[config.mk]
export PLATFORM = sky130hd
export DESIGN_NAME = codec_index_regs
export DESIGN_NICKNAME = d
export VERILOG_FILES = /design/src/logic/level_map.v /design/src/logic/codec_index_regs.v
export VERILOG_INCLUDE_DIRS = /design/src /design/src/logic
export SDC_FILE = /design/constraint.sdc
export NUM_CORES = 1
export LEC_CHECK = 0
export BUFFER_PORTS_ARGS = -buffer_cell sky130_fd_sc_hd__buf_2
export CORE_MARGIN = 2
export CORE_UTILIZATION = 59
export DETAILED_ROUTE_END_ITERATION = 8
export GPL_ROUTABILITY_DRIVEN = 0
export PLACE_DENSITY = 0.86
export SLEW_MARGIN = 10
export SYNTH_ARGS = -nofsm -noshare
export SYNTH_HDL_FRONTEND = slang
export SYNTH_SLANG_ARGS = --single-unit
[constraint.sdc]
create_clock -name clk -period 14.3 [get_ports clk]
set_clock_uncertainty 0.15 [all_clocks]
set_input_delay 2.145 -clock clk [delete_from_list [all_inputs] [get_ports clk]]
set_output_delay 2.145 -clock clk [all_outputs]
set_load 0.02 [all_outputs]
[src/logic/codec_consts.vh]
`ifndef CODEC_CONSTS_VH
`define CODEC_CONSTS_VH

// Control word layout, as delivered by the serial-port framer.
`define CW_CLOR_BIT 15
`define CW_MCE_BIT 14
`define CW_RREQ_BIT 13
`define CW_IDX_HI 11
`define CW_IDX_LO 8
`define CW_DATA_HI 7

// Index addresses.
`define IDX_LEFT_INPUT 4'h0
`define IDX_RIGHT_INPUT 4'h1
`define IDX_LEFT_AUX1 4'h2
`define IDX_RIGHT_AUX1 4'h3
`define IDX_LEFT_AUX2 4'h4
`define IDX_RIGHT_AUX2 4'h5
`define IDX_LEFT_OUTPUT 4'h6
`define IDX_RIGHT_OUTPUT 4'h7
`define IDX_SAMPLE_FORMAT 4'h8
`define IDX_INTERFACE_CFG 4'h9
`define IDX_PIN_CONTROL 4'hA
`define IDX_MISC_INFO 4'hC
`define IDX_DIGITAL_MIX 4'hD

// One bit per index; indices 11, 14 and 15 hold no register.
`define IDX_VALID_MAP 16'h37FF

// Reset values.
`define RST_INPUT 8'h00
`define RST_AUX 8'h80
`define RST_OUTPUT 8'h80
`define RST_SAMPLE_FORMAT 8'h00
`define RST_INTERFACE_CFG 8'h08
`define RST_PIN_CONTROL 8'h00
`define RST_MISC_INFO 8'h00
`define RST_DIGITAL_MIX 8'h00
`define RST_READBACK 16'hE000
`define RST_MCE 1'b1
`define RST_CLOR 1'b1

// Implemented (non-reserved) bits of each register.
`define MASK_INPUT 8'hCF
`define MASK_AUX 8'h9F
`define MASK_OUTPUT 8'hBF
`define MASK_SAMPLE_FORMAT 8'h7F
`define MASK_INTERFACE_CFG 8'h09
`define MASK_PIN_CONTROL 8'hE0
`define MASK_MISC_INFO 8'hC0
`define MASK_DIGITAL_MIX 8'hFD

// Bits still writable while mode change enable is low.
`define LOCK_SAMPLE_FORMAT 8'h00
`define LOCK_INTERFACE_CFG 8'h01
`define LOCK_MISC_INFO 8'h00

// Field positions.
`define BIT_MUTE 7
`define BIT_CLOCK_SOURCE 0
`define BIT_STEREO 4
`define BIT_COMPANDED 5
`define BIT_FORMAT 6
`define BIT_PLAYBACK 0
`define BIT_AUTOCAL 3
`define BIT_CLOCK_TRISTATE 5
`define BIT_SLOT_SELECT 6
`define BIT_FRAME_SIZE 7
`define BIT_MIX_ENABLE 0

// Level scaling in half-dB units: 1.5 dB per step, +12 dB aux offset.
`define STEP_HALF_DB 9'sd3
`define AUX_ZERO_HALF_DB 9'sd24

`endif

[src/logic/level_map.v]
`timescale 1ns/100ps
`default_nettype none

// Turns the gain and attenuation codes into signed levels in half-dB units.
module level_map
(
  input wire clk,
  input wire sys_rst,
  input wire clk_en,
  input wire [3:0] left_in_gain,
  input wire [3:0] right_in_gain,
  input wire [19:0] aux_gains,
  input wire [5:0] left_out_atten,
  input wire [5:0] right_out_atten,
  output reg signed [8:0] left_in_level,
  output reg signed [8:0] right_in_level,
  output wire [35:0] aux_levels,
  output reg signed [8:0] left_out_level,
  output reg signed [8:0] right_out_level
);

`include "codec_consts.vh"

  always @(posedge clk or posedge sys_rst)
  begin
    if (sys_rst)
    begin
      left_in_level <= 9'sh000;
      right_in_level <= 9'sh000;
      left_out_level <= 9'sh000;
      right_out_level <= 9'sh000;
    end
    else if (clk_en)
    begin
      left_in_level <= $signed({5'h00, left_in_gain}) * `STEP_HALF_DB;
      right_in_level <= $signed({5'h00, right_in_gain}) * `STEP_HALF_DB;
      left_out_level <= -($signed({3'h0, left_out_atten}) * `STEP_HALF_DB);
      right_out_level <= -($signed({3'h0, right_out_atten}) * `STEP_HALF_DB);
    end
  end

  // Four auxiliary channels share one encoding: code 8 is unity gain.
  genvar a;
  generate
    for (a = 0; a < 4; a = a + 1)
    begin : aux_chan
      reg signed [8:0] level;
      always @(posedge clk or posedge sys_rst)
      begin
        if (sys_rst)
          level <= 9'sh000;
        else if (clk_en)
          level <= `AUX_ZERO_HALF_DB - $signed({4'h0, aux_gains[a*5 +: 5]}) * `STEP_HALF_DB;
      end
      assign aux_levels[a*9 +: 9] = level;
    end
  endgenerate

endmodule

`default_nettype wire

[src/logic/codec_index_regs.v]
`timescale 1ns/100ps
`default_nettype none

module codec_index_regs
(
  input wire clk,
  input wire sys_rst,
  input wire clk_en,
  input wire ctrl_valid,
  input wire [15:0] ctrl_word,
  input wire [15:0] status_word,
  output reg readback_valid,
  output reg [15:0] readback_word,
  output reg mode_change_enable,
  output reg clear_overrange,
  output wire [1:0] left_source_sel,
  output wire [1:0] right_source_sel,
  output wire [3:0] left_in_gain,
  output wire [3:0] right_in_gain,
  output wire [4:0] left_aux1_gain,
  output wire [4:0] right_aux1_gain,
  output wire [4:0] left_aux2_gain,
  output wire [4:0] right_aux2_gain,
  output wire left_aux1_mute,
  output wire right_aux1_mute,
  output wire left_aux2_mute,
  output wire right_aux2_mute,
  output wire [5:0] left_out_atten,
  output wire [5:0] right_out_atten,
  output wire left_out_mute,
  output wire right_out_mute,
  output reg left_dac_muted,
  output reg right_dac_muted,
  output wire clock_source_sel,
  output wire [2:0] rate_divide_sel,
  output wire stereo_sel,
  output wire companded_sel,
  output wire sample_format_sel,
  output wire playback_enable,
  output wire autocal_enable,
  output wire [1:0] ext_ctrl,
  output wire clock_tristate,
  output wire slot_select,
  output wire frame_size_sel,
  output wire [5:0] mix_atten,
  output wire mix_enable,
  output wire signed [8:0] left_in_level,
  output wire signed [8:0] right_in_level,
  output wire signed [8:0] left_aux1_level,
  output wire signed [8:0] right_aux1_level,
  output wire signed [8:0] left_aux2_level,
  output wire signed [8:0] right_aux2_level,
  output wire signed [8:0] left_out_level,
  output wire signed [8:0] right_out_level
);

`include "codec_consts.vh"

  // Reset value of each index.
  function [7:0] reset_value;
    input [3:0] idx;
    begin
      case (idx)
        `IDX_LEFT_INPUT: reset_value = `RST_INPUT;
        `IDX_RIGHT_INPUT: reset_value = `RST_INPUT;
        `IDX_LEFT_AUX1: reset_value = `RST_AUX;
        `IDX_RIGHT_AUX1: reset_value = `RST_AUX;
        `IDX_LEFT_AUX2: reset_value = `RST_AUX;
        `IDX_RIGHT_AUX2: reset_value = `RST_AUX;
        `IDX_LEFT_OUTPUT: reset_value = `RST_OUTPUT;
        `IDX_RIGHT_OUTPUT: reset_value = `RST_OUTPUT;
        `IDX_SAMPLE_FORMAT: reset_value = `RST_SAMPLE_FORMAT;
        `IDX_INTERFACE_CFG: reset_value = `RST_INTERFACE_CFG;
        `IDX_PIN_CONTROL: reset_value = `RST_PIN_CONTROL;
        `IDX_MISC_INFO: reset_value = `RST_MISC_INFO;
        `IDX_DIGITAL_MIX: reset_value = `RST_DIGITAL_MIX;
        default: reset_value = 8'h00;
      endcase
    end
  endfunction

  // Bits that exist in each register; reserved bits are never stored.
  function [7:0] field_mask;
    input [3:0] idx;
    begin
      case (idx)
        `IDX_LEFT_INPUT: field_mask = `MASK_INPUT;
        `IDX_RIGHT_INPUT: field_mask = `MASK_INPUT;
        `IDX_LEFT_AUX1: field_mask = `MASK_AUX;
        `IDX_RIGHT_AUX1: field_mask = `MASK_AUX;
        `IDX_LEFT_AUX2: field_mask = `MASK_AUX;
        `IDX_RIGHT_AUX2: field_mask = `MASK_AUX;
        `IDX_LEFT_OUTPUT: field_mask = `MASK_OUTPUT;
        `IDX_RIGHT_OUTPUT: field_mask = `MASK_OUTPUT;
        `IDX_SAMPLE_FORMAT: field_mask = `MASK_SAMPLE_FORMAT;
        `IDX_INTERFACE_CFG: field_mask = `MASK_INTERFACE_CFG;
        `IDX_PIN_CONTROL: field_mask = `MASK_PIN_CONTROL;
        `IDX_MISC_INFO: field_mask = `MASK_MISC_INFO;
        `IDX_DIGITAL_MIX: field_mask = `MASK_DIGITAL_MIX;
        default: field_mask = 8'h00;
      endcase
    end
  endfunction

  // Bits that may change while mode change enable is low.
  function [7:0] locked_mask;
    input [3:0] idx;
    begin
      case (idx)
        `IDX_SAMPLE_FORMAT: locked_mask = `LOCK_SAMPLE_FORMAT;
        `IDX_INTERFACE_CFG: locked_mask = `LOCK_INTERFACE_CFG;
        `IDX_MISC_INFO: locked_mask = `LOCK_MISC_INFO;
        default: locked_mask = field_mask(idx);
      endcase
    end
  endfunction

  wire word_clor = ctrl_word[`CW_CLOR_BIT];
  wire word_mce = ctrl_word[`CW_MCE_BIT];
  wire word_rreq = ctrl_word[`CW_RREQ_BIT];
  wire [3:0] register_index = ctrl_word[`CW_IDX_HI:`CW_IDX_LO];
  wire [7:0] word_data = ctrl_word[`CW_DATA_HI:0];
  wire take_word = ctrl_valid & clk_en;
  wire take_write = take_word & ~word_rreq;
  wire take_read = take_word & word_rreq;

  localparam [15:0] VALID_MAP = `IDX_VALID_MAP;

  wire [7:0] bank [0:15];

  // Each mapped index is its own byte of flip-flops. The write mask is picked by the
  // mode change enable bit of the same control word, so a word that sets the
  // bit may already change protected fields.
  genvar i;
  generate
    for (i = 0; i < 16; i = i + 1)
    begin : entry
      localparam [31:0] IDX_WIDE = i;
      localparam [3:0] IDX = IDX_WIDE[3:0];
      localparam [7:0] RST = reset_value(IDX);
      localparam [7:0] FULL = field_mask(IDX);
      localparam [7:0] LOCKED = locked_mask(IDX);
      if (VALID_MAP[i])
      begin : mapped
        reg [7:0] value;
        wire hit = take_write & (register_index == IDX);
        wire [7:0] wmask = word_mce ? FULL : LOCKED;
        always @(posedge clk or posedge sys_rst)
        begin
          if (sys_rst)
            value <= RST;
          else if (hit)
            value <= (value & ~wmask) | (word_data & wmask);
        end
        assign bank[i] = value;
      end
      else
      begin : unmapped
        // Writes aimed here are dropped; there is no storage.
        assign bank[i] = 8'h00;
      end
    end
  endgenerate

  wire index_valid = VALID_MAP[register_index];

  // Read back and echo of the control bits.
  always @(posedge clk or posedge sys_rst)
  begin
    if (sys_rst)
    begin
      readback_valid <= 1'b0;
      readback_word <= `RST_READBACK;
      mode_change_enable <= `RST_MCE;
      clear_overrange <= `RST_CLOR;
    end
    else if (clk_en)
    begin
      readback_valid <= take_read;
      if (ctrl_valid)
      begin
        mode_change_enable <= word_mce;
        clear_overrange <= word_clor;
      end
      if (take_read)
      begin
        if (index_valid)
          readback_word <= {word_clor, word_mce, 1'b1, 1'b0, register_index,
                            bank[register_index]};
        else
          readback_word <= status_word;
      end
    end
  end

  // The outputs are silenced during mode change as well as by their own mute
  // bit. The mute is held apart from the auxiliary mutes on purpose.
  always @(posedge clk or posedge sys_rst)
  begin
    if (sys_rst)
    begin
      left_dac_muted <= 1'b1;
      right_dac_muted <= 1'b1;
    end
    else if (clk_en)
    begin
      left_dac_muted <= bank[`IDX_LEFT_OUTPUT][`BIT_MUTE] | mode_change_enable;
      right_dac_muted <= bank[`IDX_RIGHT_OUTPUT][`BIT_MUTE] | mode_change_enable;
    end
  end

  assign left_source_sel = bank[`IDX_LEFT_INPUT][7:6];
  assign right_source_sel = bank[`IDX_RIGHT_INPUT][7:6];
  assign left_in_gain = bank[`IDX_LEFT_INPUT][3:0];
  assign right_in_gain = bank[`IDX_RIGHT_INPUT][3:0];
  assign left_aux1_gain = bank[`IDX_LEFT_AUX1][4:0];
  assign right_aux1_gain = bank[`IDX_RIGHT_AUX1][4:0];
  assign left_aux2_gain = bank[`IDX_LEFT_AUX2][4:0];
  assign right_aux2_gain = bank[`IDX_RIGHT_AUX2][4:0];
  assign left_aux1_mute = bank[`IDX_LEFT_AUX1][`BIT_MUTE];
  assign right_aux1_mute = bank[`IDX_RIGHT_AUX1][`BIT_MUTE];
  assign left_aux2_mute = bank[`IDX_LEFT_AUX2][`BIT_MUTE];
  assign right_aux2_mute = bank[`IDX_RIGHT_AUX2][`BIT_MUTE];
  assign left_out_atten = bank[`IDX_LEFT_OUTPUT][5:0];
  assign right_out_atten = bank[`IDX_RIGHT_OUTPUT][5:0];
  assign left_out_mute = bank[`IDX_LEFT_OUTPUT][`BIT_MUTE];
  assign right_out_mute = bank[`IDX_RIGHT_OUTPUT][`BIT_MUTE];
  assign clock_source_sel = bank[`IDX_SAMPLE_FORMAT][`BIT_CLOCK_SOURCE];
  assign rate_divide_sel = bank[`IDX_SAMPLE_FORMAT][3:1];
  assign stereo_sel = bank[`IDX_SAMPLE_FORMAT][`BIT_STEREO];
  assign companded_sel = bank[`IDX_SAMPLE_FORMAT][`BIT_COMPANDED];
  assign sample_format_sel = bank[`IDX_SAMPLE_FORMAT][`BIT_FORMAT];
  assign playback_enable = bank[`IDX_INTERFACE_CFG][`BIT_PLAYBACK];
  assign autocal_enable = bank[`IDX_INTERFACE_CFG][`BIT_AUTOCAL];
  assign ext_ctrl = bank[`IDX_PIN_CONTROL][7:6];
  assign clock_tristate = bank[`IDX_PIN_CONTROL][`BIT_CLOCK_TRISTATE];
  assign slot_select = bank[`IDX_MISC_INFO][`BIT_SLOT_SELECT];
  assign frame_size_sel = bank[`IDX_MISC_INFO][`BIT_FRAME_SIZE];
  assign mix_atten = bank[`IDX_DIGITAL_MIX][7:2];
  assign mix_enable = bank[`IDX_DIGITAL_MIX][`BIT_MIX_ENABLE];

  wire [35:0] aux_levels;

  level_map level_map_i
  (
    .clk(clk),
    .sys_rst(sys_rst),
    .clk_en(clk_en),
    .left_in_gain(left_in_gain),
    .right_in_gain(right_in_gain),
    .aux_gains({right_aux2_gain, left_aux2_gain, right_aux1_gain, left_aux1_gain}),
    .left_out_atten(left_out_atten),
    .right_out_atten(right_out_atten),
    .left_in_level(left_in_level),
    .right_in_level(right_in_level),
    .aux_levels(aux_levels),
    .left_out_level(left_out_level),
    .right_out_level(right_out_level)
  );

  assign left_aux1_level = aux_levels[8:0];
  assign right_aux1_level = aux_levels[17:9];
  assign left_aux2_level = aux_levels[26:18];
  assign right_aux2_level = aux_levels[35:27];

endmodule

`default_nettype wire

# After elaboration in Yosys (flattened, before gate mapping)
# Memory sizes are Yosys's and may differ from the RTL's.
# Cells that the tools add are included.
[totals]
output_inout_bits = 164
inputBits = 36
memories = 1
romBits = 16
register_bits = 197
wordCells = 109
[classes]
mul = 8
muxes = 8
n_reduce_logical = 3
n_addsub = 6
n_eq_ne = 12
bitwise = 42
magnitude_cmp = 2
[mem_list]
columns = ["name", "words", "word_bits", "read_ports", "rd_clocked_by_memory_dff", "write_ports", "line_no", "rtl"]
rows = [
  ["(no name shown)", 16, 1, 1, 0, 0, "codec_index_regs.v:165", "wire index_valid = VALID_MAP[register_index];"],
]
[op_table]
columns = ["operator", "n"]
rows = [
  ["bitwise OR 7 x 8 -> 8 bit", 6],
  ["subtractor 6 x 9 -> 9 bit, first input constant", 4],
  ["bitwise AND 8 bit", 4],
  ["binary-select mux 8 bit (select 4 bit)", 1],
  ["multiplier 5 x 2 -> 7 bit, second input constant", 4],
  ["2-to-1 mux 8 bit", 3],
  ["bitwise OR 8 bit", 3],
  ["equality test 4 bit, second input constant", 5],
  ["negation 9 bit", 2],
  ["bitwise AND 1 bit", 16],
  ["equality test 4 x 3 -> 1 bit, second input constant", 4],
  ["multiplier 6 x 2 -> 8 bit, second input constant", 2],
  ["2-to-1 mux 16 bit", 1],
  ["bitwise OR 6 x 8 -> 8 bit", 2],
  ["multiplier 4 x 2 -> 6 bit, second input constant", 2],
  ["bitwise AND 8 x 4 -> 8 bit", 1],
  ["bitwise AND 8 x 7 -> 8 bit", 1],
  ["equality test 4 x 2 -> 1 bit, second input constant", 2],
  ["inverter 4 -> 8 bit", 1],
  ["inverter 7 -> 8 bit", 1],
  ["inverter 8 bit", 1],
  ["bitwise OR 2 x 8 -> 8 bit", 1],
  ["bitwise OR 5 x 8 -> 8 bit", 1],
  ["2-to-1 mux 7 bit", 1],
  ["other kinds (10)", 12],
]

# Logic depth before layout (Yosys ltp)
# Gate-level depths: netlist of the first run.
[depth]
ltp_word = 5
mapped_depth = 10

# Hierarchy
# A second synthesis of the first run with hierarchy kept.
[unflattened]
hier_cells = 784
hier_area_um2 = 8805.9
[by_module_without_submodules]
columns = ["mod", "n_inst", "area_each_um2", "cells_per_inst", "seq_area_each_um2"]
rows = [
  ["level_map", 1, 4426.7, 441, 1551.5],
  ["codec_index_regs", 1, 4379.2, 343, 2319.7],
]

# Worst setup path before layout of the first run
# OpenSTA, ideal clock, no wires.
[synth_timing]
kind = "in2reg"
startpoint = "input port ctrl_word[8]"
endpoint = "register entry[4].mapped.value[4]"
cell_stages = 6
n_path_buf = 4
setup_ns = 0.125
required_time_ns = 14.025
t_arrival_ns = 3.436
setup_slack_ns = 10.589
path_cell_list = "buf_4 buf_6 buf_6 buf_6 nor3_2 mux2_2"
[synth_via]
elab_chain_cells = 2
[synth_rtl]
columns = ["item", "line_no", "rtl"]
rows = [
  ["start: declaration", "codec_index_regs.v:10", "input wire [15:0] ctrl_word,"],
  ["equality test 4 x 3 -> 1 bit", "codec_index_regs.v:146", "wire hit = take_write & (register_index == IDX);"],
  ["bitwise AND 1 bit", "codec_index_regs.v:146", ""],
  ["end signal: assignment", "codec_index_regs.v:153", "value <= (value & ~wmask) | (word_data & wmask);"],
  ["end: declaration", "codec_index_regs.v:145", "reg [7:0] value;"],
]
# Every way passes these cells.
# A chain may end at the register's enable or synchronous reset.

# Worst setup path after layout of the first run
[layout_timing]
startpoint = "input port clk_en"
endpoint = "register readback_word[6]"
[layout_via]
elab_chain_cells = 3
[layout_rtl]
columns = ["item", "line_no", "rtl"]
rows = [
  ["start: declaration", "codec_index_regs.v:8", "input wire clk_en,"],
  ["bitwise AND 1 bit", "codec_index_regs.v:123", "wire take_word = ctrl_valid & clk_en;"],
  ["bitwise AND 1 bit", "codec_index_regs.v:125", "wire take_read = take_word & word_rreq;"],
  ["AND reduction 2 bit (no line) (*)", "n/a", ""],
  ["end signal: assignment", "codec_index_regs.v:173", "readback_word <= `RST_READBACK;"],
  ["end signal: assignment", "codec_index_regs.v:188", "readback_word <= {word_clor, word_mce, 1'b1, 1'b0, register_index,"],
  ["end signal: assignment", "codec_index_regs.v:191", "readback_word <= status_word;"],
  ["end: declaration", "codec_index_regs.v:13", "output reg [15:0] readback_word,"],
]
# Mark *: on every way between the ends. The rest lies on a longest branch, timed or not.

==> impl_metrics.tcl, run 1 <==
set metrics [dict create \
    outcome "completed" \
    fp.dieW_um 127 \
    power_frac_seq_pct 34.6 \
    rrSetupSlack_ns 11.41 \
    cts_num_sinks 158 \
    cts.htree.levels 4 \
    yosys_warnings 0 \
    grt_pass1_vias 6869 \
    clk_path_buf_depth 2 \
    power_uw 1880 \
    first_pass_iters 5 \
    remaining_drc_errors 0 \
    avgSynthCellArea_um2 10.6 \
    worstPathArrival_ns 4.66 \
    antenna_cells 0 \
    drt-vias-per-instance 5.97 \
    synth_edf_count 0 \
    vias 7279 \
    worst_pin_slew_ns 1.01 \
    finalNetCount 1117 \
    finalHoldViolCount 0 \
    wl_um 23100 \
    avgRoutedWirePerCell_um 19.0 \
    cts_hold_buf 0 \
    area_growth_pct 19.0 \
    numCtsBuffers 17 \
    clock-root-buffer "clkbuf_16" \
    r2r_cells 8 \
    powerDensity_mw_per_mm2 176 \
    tritoncts "built" \
    layout_min_cycle_time_ns 4.49 \
    crit_type "in2reg" \
    vdd_drop_max_v 0.000111 \
    synth.cell_area_mm2 0.00895 \
    async_flop_share_pct 100 \
    die_h_um 127 \
    ant_nets 0 \
    rsz0062_at_grt "no" \
    worstHoldEndpoint "level_map_i.aux_chan[1].level[8]" \
    switching_share_pct 37.3 \
    synth_cell_type_count 68 \
    cts.reportedPaths.clkPinSlew_ns 0.06 \
    grt.total_usage_pct 28.7 \
    timing.rr.start "entry[6].mapped.value[0]" \
    cts_resized 0 \
    stdcell_count 1220 \
    drv_slew 0 \
    port_buffers 192 \
    dr.first_iter.drc_count 738 \
    p_comb_share_pct 37.9 \
    internal_power_uw 1180 \
    drv_cap 0 \
    yosysSeqAreaShare_pct 44.4 \
    fp.coreArea_mm2 0.0150 \
    ios 200 \
    postCtsSetupRepairBufs 0 \
    placed_cells 1188 \
    overflow 0 \
    hpwl_um 16400 \
    fp-row-count 45 \
    synthCells 844 \
    required_ns 14.46 \
    antenna_found_initial 0 \
    critPathLaunch "clk_en" \
    grt_start_max_net_pins 92 \
    cp-end-kind "register" \
    worst_r2r_endpoint "level_map_i.left_out_level[6]" \
    start_util_pct 59.5 \
    drive_gt1_share_pct 33.8 \
    setup_tns_ns 0 \
    insertion_delay_ns 0.43 \
    setup.worst_path.start_class "input pin" \
    hold_path.class "reg2reg" \
    fmax_mhz 223 \
    setup_viol 0 \
    cp_max_fo 60 \
    design.die.area_mm2 0.0162 \
    period_share_pct 31.4 \
    hold_start "level_map_i.aux_chan[1].level[8]" \
    switchingPower_uw 701 \
    clkPwrFrac_pct 27.5 \
    hold_depth 1 \
    synth_flop_cell "dfrtp_1" \
    ys_seq_elements 158 \
    fin_util_pct 70.8 \
    slew_headroom_pct 32.6 \
    p_leak_uw 0.00513 \
    grt_first_pass_wirelength_um 36200 \
]
worst max-delay path: stages:
cell and delay [ns]:
buf_4 0.44, buf_4 0.65, nand3_1 0.89, o31ai_1 0.51
state kept, by name, indices dropped and copies added (netlist names):
register                     cells
entry.mapped.value              71
level_map_i.aux_chan.level      36
readback_word                   16
level_map_i.left_out_level       9
level_map_i.right_out_level      9
level_map_i.left_in_level        6
level_map_i.right_in_level       6
clear_overrange                  1
left_dac_muted                   1
mode_change_enable               1
readback_valid                   1
right_dac_muted                  1
final cells by class:
type	instances	area, um^2
Multi-Input combinational cell	608	4630
Fill cell	1079	4380
Sequential cell	158	3970
Timing Repair Buffer	194	978
Clock buffer	18	439
Clock inverter	14	240
Tap cell	188	235
Inverter	40	155
per-layer routing:
metal / wire length [um] / GRT usage [%]
met2: 11300 / 46.7
met3: 1510 / 5.82
met4: 735 / 12.5
met5: 0 / 0
met1: 9640 / 37.8
through the flow:
step | instance area (um^2) | setup WS [ns] | hold WS, ns
after floorplan | 8970 | 7.76 | 0.360
after global placement | 9970 | 9.48 | 0.307
after detailed placement | 9970 | 9.40 | 0.315
after CTS | 10600 | 9.86 | 0.329
after global routing | 10600 | 9.52 | 0.342
final | 10600 | 9.81 | 0.323
cell usage after synthesis, types with 3 or more instances:
cell type	n	area (um^2)
a211oi_1	3	22.5
a21o_1	7	52.6
a21oi_1	63	315
a22oi_1	3	22.5
a31oi_1	6	37.5
and2_1	3	18.8
and3_1	4	25.0
buf_1	4	15.0
buf_2	5	25.0
buf_4	7	52.6
buf_6	3	33.8
clkbuf_1	24	90.1
dfrtp_1	144	3600
dfstp_2	14	368
fa_1	8	160
ha_1	54	676
inv_1	39	146
mux2_2	82	923
mux2i_1	10	100
mux4_2	11	248
nand2_1	59	221
nand2b_1	8	50.1
nand3_1	20	100
nand3b_1	3	22.5
nor2_1	67	251
nor2_2	4	25.0
nor2b_1	6	37.5
nor3_1	15	75.1
nor3b_1	5	37.5
o211ai_1	3	22.5
o21ai_0	54	270
o21bai_1	5	37.5
o22ai_1	4	25.0
o31ai_1	4	30.0
xnor2_1	45	394
xor2_1	7	61.3
cell usage in the layout (no fill, tap or decap), types with 4 or more instances in the layout:
master,instances
nand3_1,20
dfrtp_1,144
nand2b_1,8
nor3_1,15
xor2_1,7
o21bai_1,5
a31oi_1,6
nand2_1,59
and3_1,4
nor2_2,4
buf_2,191
dfstp_2,14
conb_1,6
clkbuf_16,17
a21o_1,7
clkinvlp_4,5
xnor2_1,45
o22ai_1,4
fa_1,8
mux4_2,11
o31ai_1,4
ha_1,54
nor3b_1,5
bufinv_16,6
mux2i_1,10
inv_1,38
a21oi_1,63
mux2_2,82
nor2b_1,6
nor2_1,67
o21ai_0,54
how the worst max path moves through the flow:
stage | cells after the start | slack (ns) | end
after floorplan | 1 | 7.76 | entry[0].mapped.value[0]
after global placement | 4 | 9.48 | readback_word[6]
after detailed placement | 4 | 9.40 | readback_word[6]
after CTS | 4 | 9.86 | readback_word[6]
after global routing | 4 | 9.52 | readback_word[6]
final | 4 | 9.81 | readback_word[6]
cells by family (layout without fill, tap and decap cells):
group                    Yosys count  count (layout)  synth area share, %
XOR/XNOR                          53              53                 5.27
AO/OA/AOI/OAI                    174             174                 11.6
buffers and inverters             83             266                 4.10
AND/OR/NAND/NOR                  210             210                 11.1
flip-flops                       158             158                 44.4
multiplexers                     103             103                 14.2
other                              1               6               0.0419
adder cells (fa/ha/maj)           62              62                 9.34
power groups by stage:
stage	registers [uW]	logic [uW]	clock network, uW
finish	650	712	517
global route	664	772	544
CTS	648	711	522
detailed placement	653	702	0
global placement	649	681	0
floorplan	764	383	0
Note: power is estimated with default switching activity, not from simulation.
==> run 2, diff against run 1 <==
CORE_UTILIZATION = 55   (was 59)
PLACE_DENSITY = 0.81   (was 0.86)
clock period = 4.15 ns   (was 14.3 ns; I/O delays follow)
==> run 2 against run 1 <==
Against the previous run:
- routed wire length fell by 2.3%
- die area rose by 7.0%
- largest cell class unchanged
- sequential share of layout area rose by 0.11 points
- hold slack got worse by 0.14 ns
- register-to-register slack got worse by 10 ns
- critical path depth rose by 4
- clock power rose to 2.9 times the previous value
- global-route usage fell by 2.2 points
- setup slack got worse by 8.5 ns
- sequential power rose to 3.4 times the previous value
- final cell count rose by 2.6%
- critical endpoint is now level_map_i.right_out_level[7]
==> impl_metrics.tcl, run 2 (synthesized netlist as in run 1, its figures left out) <==
set metrics [dict create \
    grt_start_max_net_pins 57 \
    cts_num_sinks 158 \
    hold_path.class "in2async" \
    finalHoldViolCount 0 \
    p_leak_uw 0.00511 \
    fp-row-count 46 \
    largest-register "entry.mapped.value" \
    grt_use_met1_pct 34.5 \
    outcome "completed" \
    clock-root-buffer "clkbuf_16" \
    hpwl_um 16500 \
    drv_cap 0 \
    fillers 1251 \
    drv_slew 0 \
    cp-end-kind "register" \
    cp_max_fo 7 \
    hold_ws_ns 0.180 \
    postCtsSetupRepairBufs 0 \
    slew_headroom_pct 31.8 \
    finalNetCount 1121 \
    final_common_cell "buf_2" \
    tritoncts "built" \
    period_share_pct 68.1 \
    antenna_cells 0 \
    vias 7068 \
    ios 200 \
    grt.met3_usage_pct 7.06 \
    reg.largest.list "entry.mapped.value (71), level_map_i.aux_chan.level (36), readback_word (16)" \
    setup_viol 0 \
    crit_type "reg2reg" \
    drt-vias-per-instance 5.65 \
    r2r_cells 8 \
    cts_hold_buf 0 \
    cts.htree.levels 4 \
    preCtsSetupSlack_ns 1.29 \
    clk_path_buf_depth 2 \
    fp.coreArea_mm2 0.0159 \
    drive_gt1_share_pct 34.0 \
    power_uw 6170 \
    grt.total_usage_pct 26.6 \
    largest_register_ff_count 71 \
    avgRoutedWirePerCell_um 18.1 \
    vdd_drop_max_v 0.000315 \
    cts.reportedPaths.clkPinSlew_ns 0.06 \
    final_cell_mix "buf_2 (191), dfrtp_1 (144), mux2_2 (82)" \
    timing.rr.start "entry[7].mapped.value[0]" \
    die_h_um 132 \
    wl_um 22600 \
    cts_resized 0 \
    numCtsBuffers 17 \
    powerDensity_mw_per_mm2 581 \
    start_util_pct 56.3 \
    fin_util_pct 66.8 \
    worst_pin_slew_ns 1.02 \
    rrSetupSlack_ns 1.32 \
    remaining_drc_errors 0 \
    setup_tns_ns 0 \
    area_growth_pct 18.6 \
    port_buffers 192 \
    dr.first_iter.drc_count 503 \
    required_ns 4.28 \
    antenna_found_initial 1 \
    setup.worst_path.start_class "register" \
    grt_first_pass_wirelength_um 36500 \
    layout_min_cycle_time_ns 2.83 \
    fp.dieW_um 132 \
    ant_nets 0 \
    worst_r2r_endpoint "level_map_i.right_out_level[7]" \
    first_pass_iters 5 \
    overflow 0 \
    rsz0062_at_grt "no" \
    use_met2_pct 42.0 \
    insertion_delay_ns 0.43 \
    busiest_layer "met2" \
    grt_pass1_vias 7014 \
    fin_ws_ns 1.32 \
    worstPathArrival_ns 2.96 \
    fmax_mhz 354 \
    design.die.area_mm2 0.0173 \
]
-- run 2: cell count changes in the layout (fill, tap and decap cells not counted) --
cell        before  now
bufinv_16        6    1
clkinv_4         2    6
buf_4            3    6
clkinvlp_4       5    2
clkinv_2         1    3
buf_12           0    1
clkbuf_1         0    1
clkbuf_8         1    2
-- run 2: worst max path at each step --
stage | startpoint | endpoint | slack (ns) | depth (start not counted)
finish | entry[7].mapped.value[0] | level_map_i.right_out_level[7] | 1.32 | 8
global route | entry[7].mapped.value[0] | level_map_i.right_out_level[7] | 1.17 | 8
CTS | entry[7].mapped.value[0] | level_map_i.right_out_level[7] | 1.31 | 8
detailed placement | ctrl_word[8] | readback_word[7] | 1.29 | 6
global placement | ctrl_word[8] | readback_word[7] | 1.25 | 6
floorplan | sys_rst | entry[0].mapped.value[0] | 1.39 | 1
-- run 2: final cells by class --
class,instances,area (um^2),share of cell area (%)
flip-flops and latches,158,3970,37.4
well taps,216,270,2.55
repair buffers,198,1020,9.62
multi-input cells,608,4630,43.6
inverters,40,154,1.45
clock inverters,12,114,1.07
clock buffers,20,457,4.30
-- run 2: through the flow --
step | instance area, um^2 | std cells
floorplan | 8970 | 849
global placement | 10000 | 1220
detailed placement | 10000 | 1220
CTS | 10600 | 1252
global route | 10600 | 1252
finish | 10600 | 1252
-- run 2: power breakdown --
part | switching, uW | internal [uW]
Clock | 643 | 860
Sequential | 318 | 1910
Combinational | 1440 | 1000
-- run 2: critical path: stages, from the launching register on --
cell	delay (ns)
dfrtp_1	0.48
ha_1	0.28
fa_1	0.41
a21o_1	0.17
a21oi_1	0.21
xor2_1	0.18
or4b_1	0.56
xnor2_1	0.15
a21oi_1	0.08
-- run 2: per-layer routing --
layer	vias to the layer above	part of all wire, %
li1	3322	-
met1	3459	43
met2	228	48
met3	57	6.4
met4	2	3.1
met5	-	0.049
==> run 3, diff against run 2 <==
CORE_UTILIZATION = 50   (was 55)
PLACE_DENSITY = 0.78   (was 0.81)
clock period = 2.4 ns   (was 4.15 ns; I/O delays follow)
==> run 3 against run 2 <==
Against the previous run:
- the run now ends with setup timing left
- largest power group unchanged
- routed wire length grew 6.5%
- design area grew 7.6%
- flip-flop and latch count is the same
- via count grew 3.3%
- setup slack lost 1.4 ns
- clock power grew 85%
- fmax grew 16%
- sequential power grew 70%
- first-iteration DRC count shrank 18%
- total power grew 86%
- non-clock buffer count grew 66
==> impl_metrics.tcl, run 3 (synthesized netlist as in run 1, its figures left out) <==
set metrics [dict create \
    cp-end-kind "register" \
    drv_slew 0 \
    grt_first_pass_wirelength_um 37100 \
    ant_nets 0 \
    hpwl_um 17600 \
    finalNetCount 1187 \
    fp.dieW_um 138 \
    clk_path_buf_depth 2 \
    overflow 0 \
    antenna_cells 0 \
    grt.total_usage_pct 25.6 \
    area_growth_pct 27.6 \
    port_buffers 192 \
    violations "setup timing" \
    largest_register_ff_count 71 \
    drive_gt1_share_pct 41.2 \
    fmax_mhz 411 \
    largest-register "entry.mapped.value" \
    drv_cap 0 \
    first_pass_iters 4 \
    antenna_found_initial 0 \
    placed_area_mm2 0.0106 \
    insertion_delay_ns 0.43 \
    remaining_drc_errors 0 \
    fillers 1373 \
    ios 200 \
    fp.coreArea_mm2 0.0174 \
    grt_start_max_net_pins 99 \
    tritoncts "built" \
    grt_pass1_vias 7192 \
    powerDensity_mw_per_mm2 1010 \
    hold_start "status_word[12]" \
    reg.largest.list "entry.mapped.value (71), level_map_i.aux_chan.level (36), readback_word (16)" \
    crit_type "reg2reg" \
    finalHoldViolCount 0 \
    period_share_pct 101 \
    fin_ws_ns -0.0345 \
    cts.htree.levels 4 \
    required_ns 2.57 \
    setup_viol 2 \
    slew_headroom_pct 64.9 \
    fp-row-count 48 \
    r2r_cells 7 \
    start_util_pct 51.4 \
    final_cell_mix "buf_2 (191), dfrtp_1 (137), mux2_2 (81)" \
    final_area_mm2 0.0114 \
    p_leak_uw 0.00550 \
    worstPathArrival_ns 2.60 \
    timing.rr.start "entry[6].mapped.value[1]" \
    rrSetupSlack_ns -0.03 \
    hold_depth 3 \
    outcome "complete, but fails checks" \
    wl_um 24100 \
    preCtsSetupSlack_ns -0.0981 \
    rsz0062_at_grt "yes" \
    avgRoutedWirePerCell_um 18.1 \
    worst_pin_slew_ns 0.526 \
    cp_max_fo 4 \
    numCtsBuffers 17 \
    cts.reportedPaths.clkPinSlew_ns 0.06 \
    clock-root-buffer "clkbuf_16" \
    drt-vias-per-instance 5.50 \
    hold_path.class "in2reg" \
    vias 7304 \
    cts_num_sinks 158 \
    layout_min_cycle_time_ns 2.43 \
    worst_r2r_endpoint "level_map_i.left_out_level[6]" \
    worstHoldEndpoint "readback_word[12]" \
    dr.first_iter.drc_count 412 \
    design.die.area_mm2 0.0190 \
    vdd_drop_max_v 0.000607 \
    setup.worst_path.start_class "register" \
    die_h_um 138 \
    final_common_cell "buf_2" \
]
-- run 3: how the worst max path moves through the flow --
stage	from	end	slack, ns
6_report	entry[6].mapped.value[1]	level_map_i.left_out_level[6]	-0.03
5_1_grt	entry[7].mapped.value[1]	level_map_i.right_out_level[7]	-0.12
4_1_cts	entry[6].mapped.value[1]	level_map_i.left_out_level[7]	-0.04
3_5_place_dp	entry[6].mapped.value[1]	level_map_i.left_out_level[7]	-0.1
3_3_place_gp	entry[6].mapped.value[1]	level_map_i.left_out_level[6]	-0.06
2_1_floorplan	sys_rst	entry[3].mapped.value[0]	-0.27
-- run 3: per-layer routing --
metal / vias to the layer above / GRT usage, % / share of wire (%)
met5: - / 0 / 0
met4: 0 / 8.28 / 1.8
met3: 35 / 6.07 / 6.5
met2: 202 / 43.3 / 51
met1: 3630 / 32.4 / 41
li1: 3437 / - / -
-- run 3: critical path, cell delays in order, from the launching register on --
cell	delay, ns
dfrtp_2	0.44
buf_6	0.14
fa_2	0.58
and3b_2	0.23
o21ai_2	0.08
mux2_4	0.32
a21bo_1	0.17
a31o_1	0.20
-- run 3: report_power, final --
part	leakage, uW	switching, uW	internal, uW
clock	0.000293	1100	1690
sequential	0.00189	482	3310
combinational	0.00332	2760	2160
-- run 3: through the flow --
stage | TNS, ns | cells | util, % | total power, uW | hold WS [ns]
after floorplan | -15.46 | 849 | - | 6900 | 0.327
after global placement | -0.0650 | 1288 | 60.9 | 8350 | 0.307
after detailed placement | -0.346 | 1288 | 60.9 | 8480 | 0.314
after CTS | -0.102 | 1325 | 64.7 | 11400 | 0.00851
after global routing | -0.335 | 1327 | 65.6 | 12100 | 0.0149
final | -0.0603 | 1327 | 65.6 | 11500 | 0.0228
-- run 3: timing repair --
action	in CTS	in global routing
gates resized for setup	6	25
hold endpoints to repair	78	0
buffers inserted	4	2
endpoints found under the setup margin	6	13
pin swaps	7	8
hold buffers	1	0
-- run 3: final cells by class --
| cell class | instances | area [um^2] | area share [%] |
|---|---|---|---|
| clock buffers | 21 | 460 | 4.03 |
| clock inverters | 11 | 139 | 1.22 |
| repair buffers | 264 | 1550 | 13.6 |
| flip-flops and latches | 158 | 3980 | 34.8 |
| inverters | 40 | 154 | 1.35 |
| multi-input cells | 608 | 4860 | 42.5 |
| well taps | 225 | 282 | 2.46 |
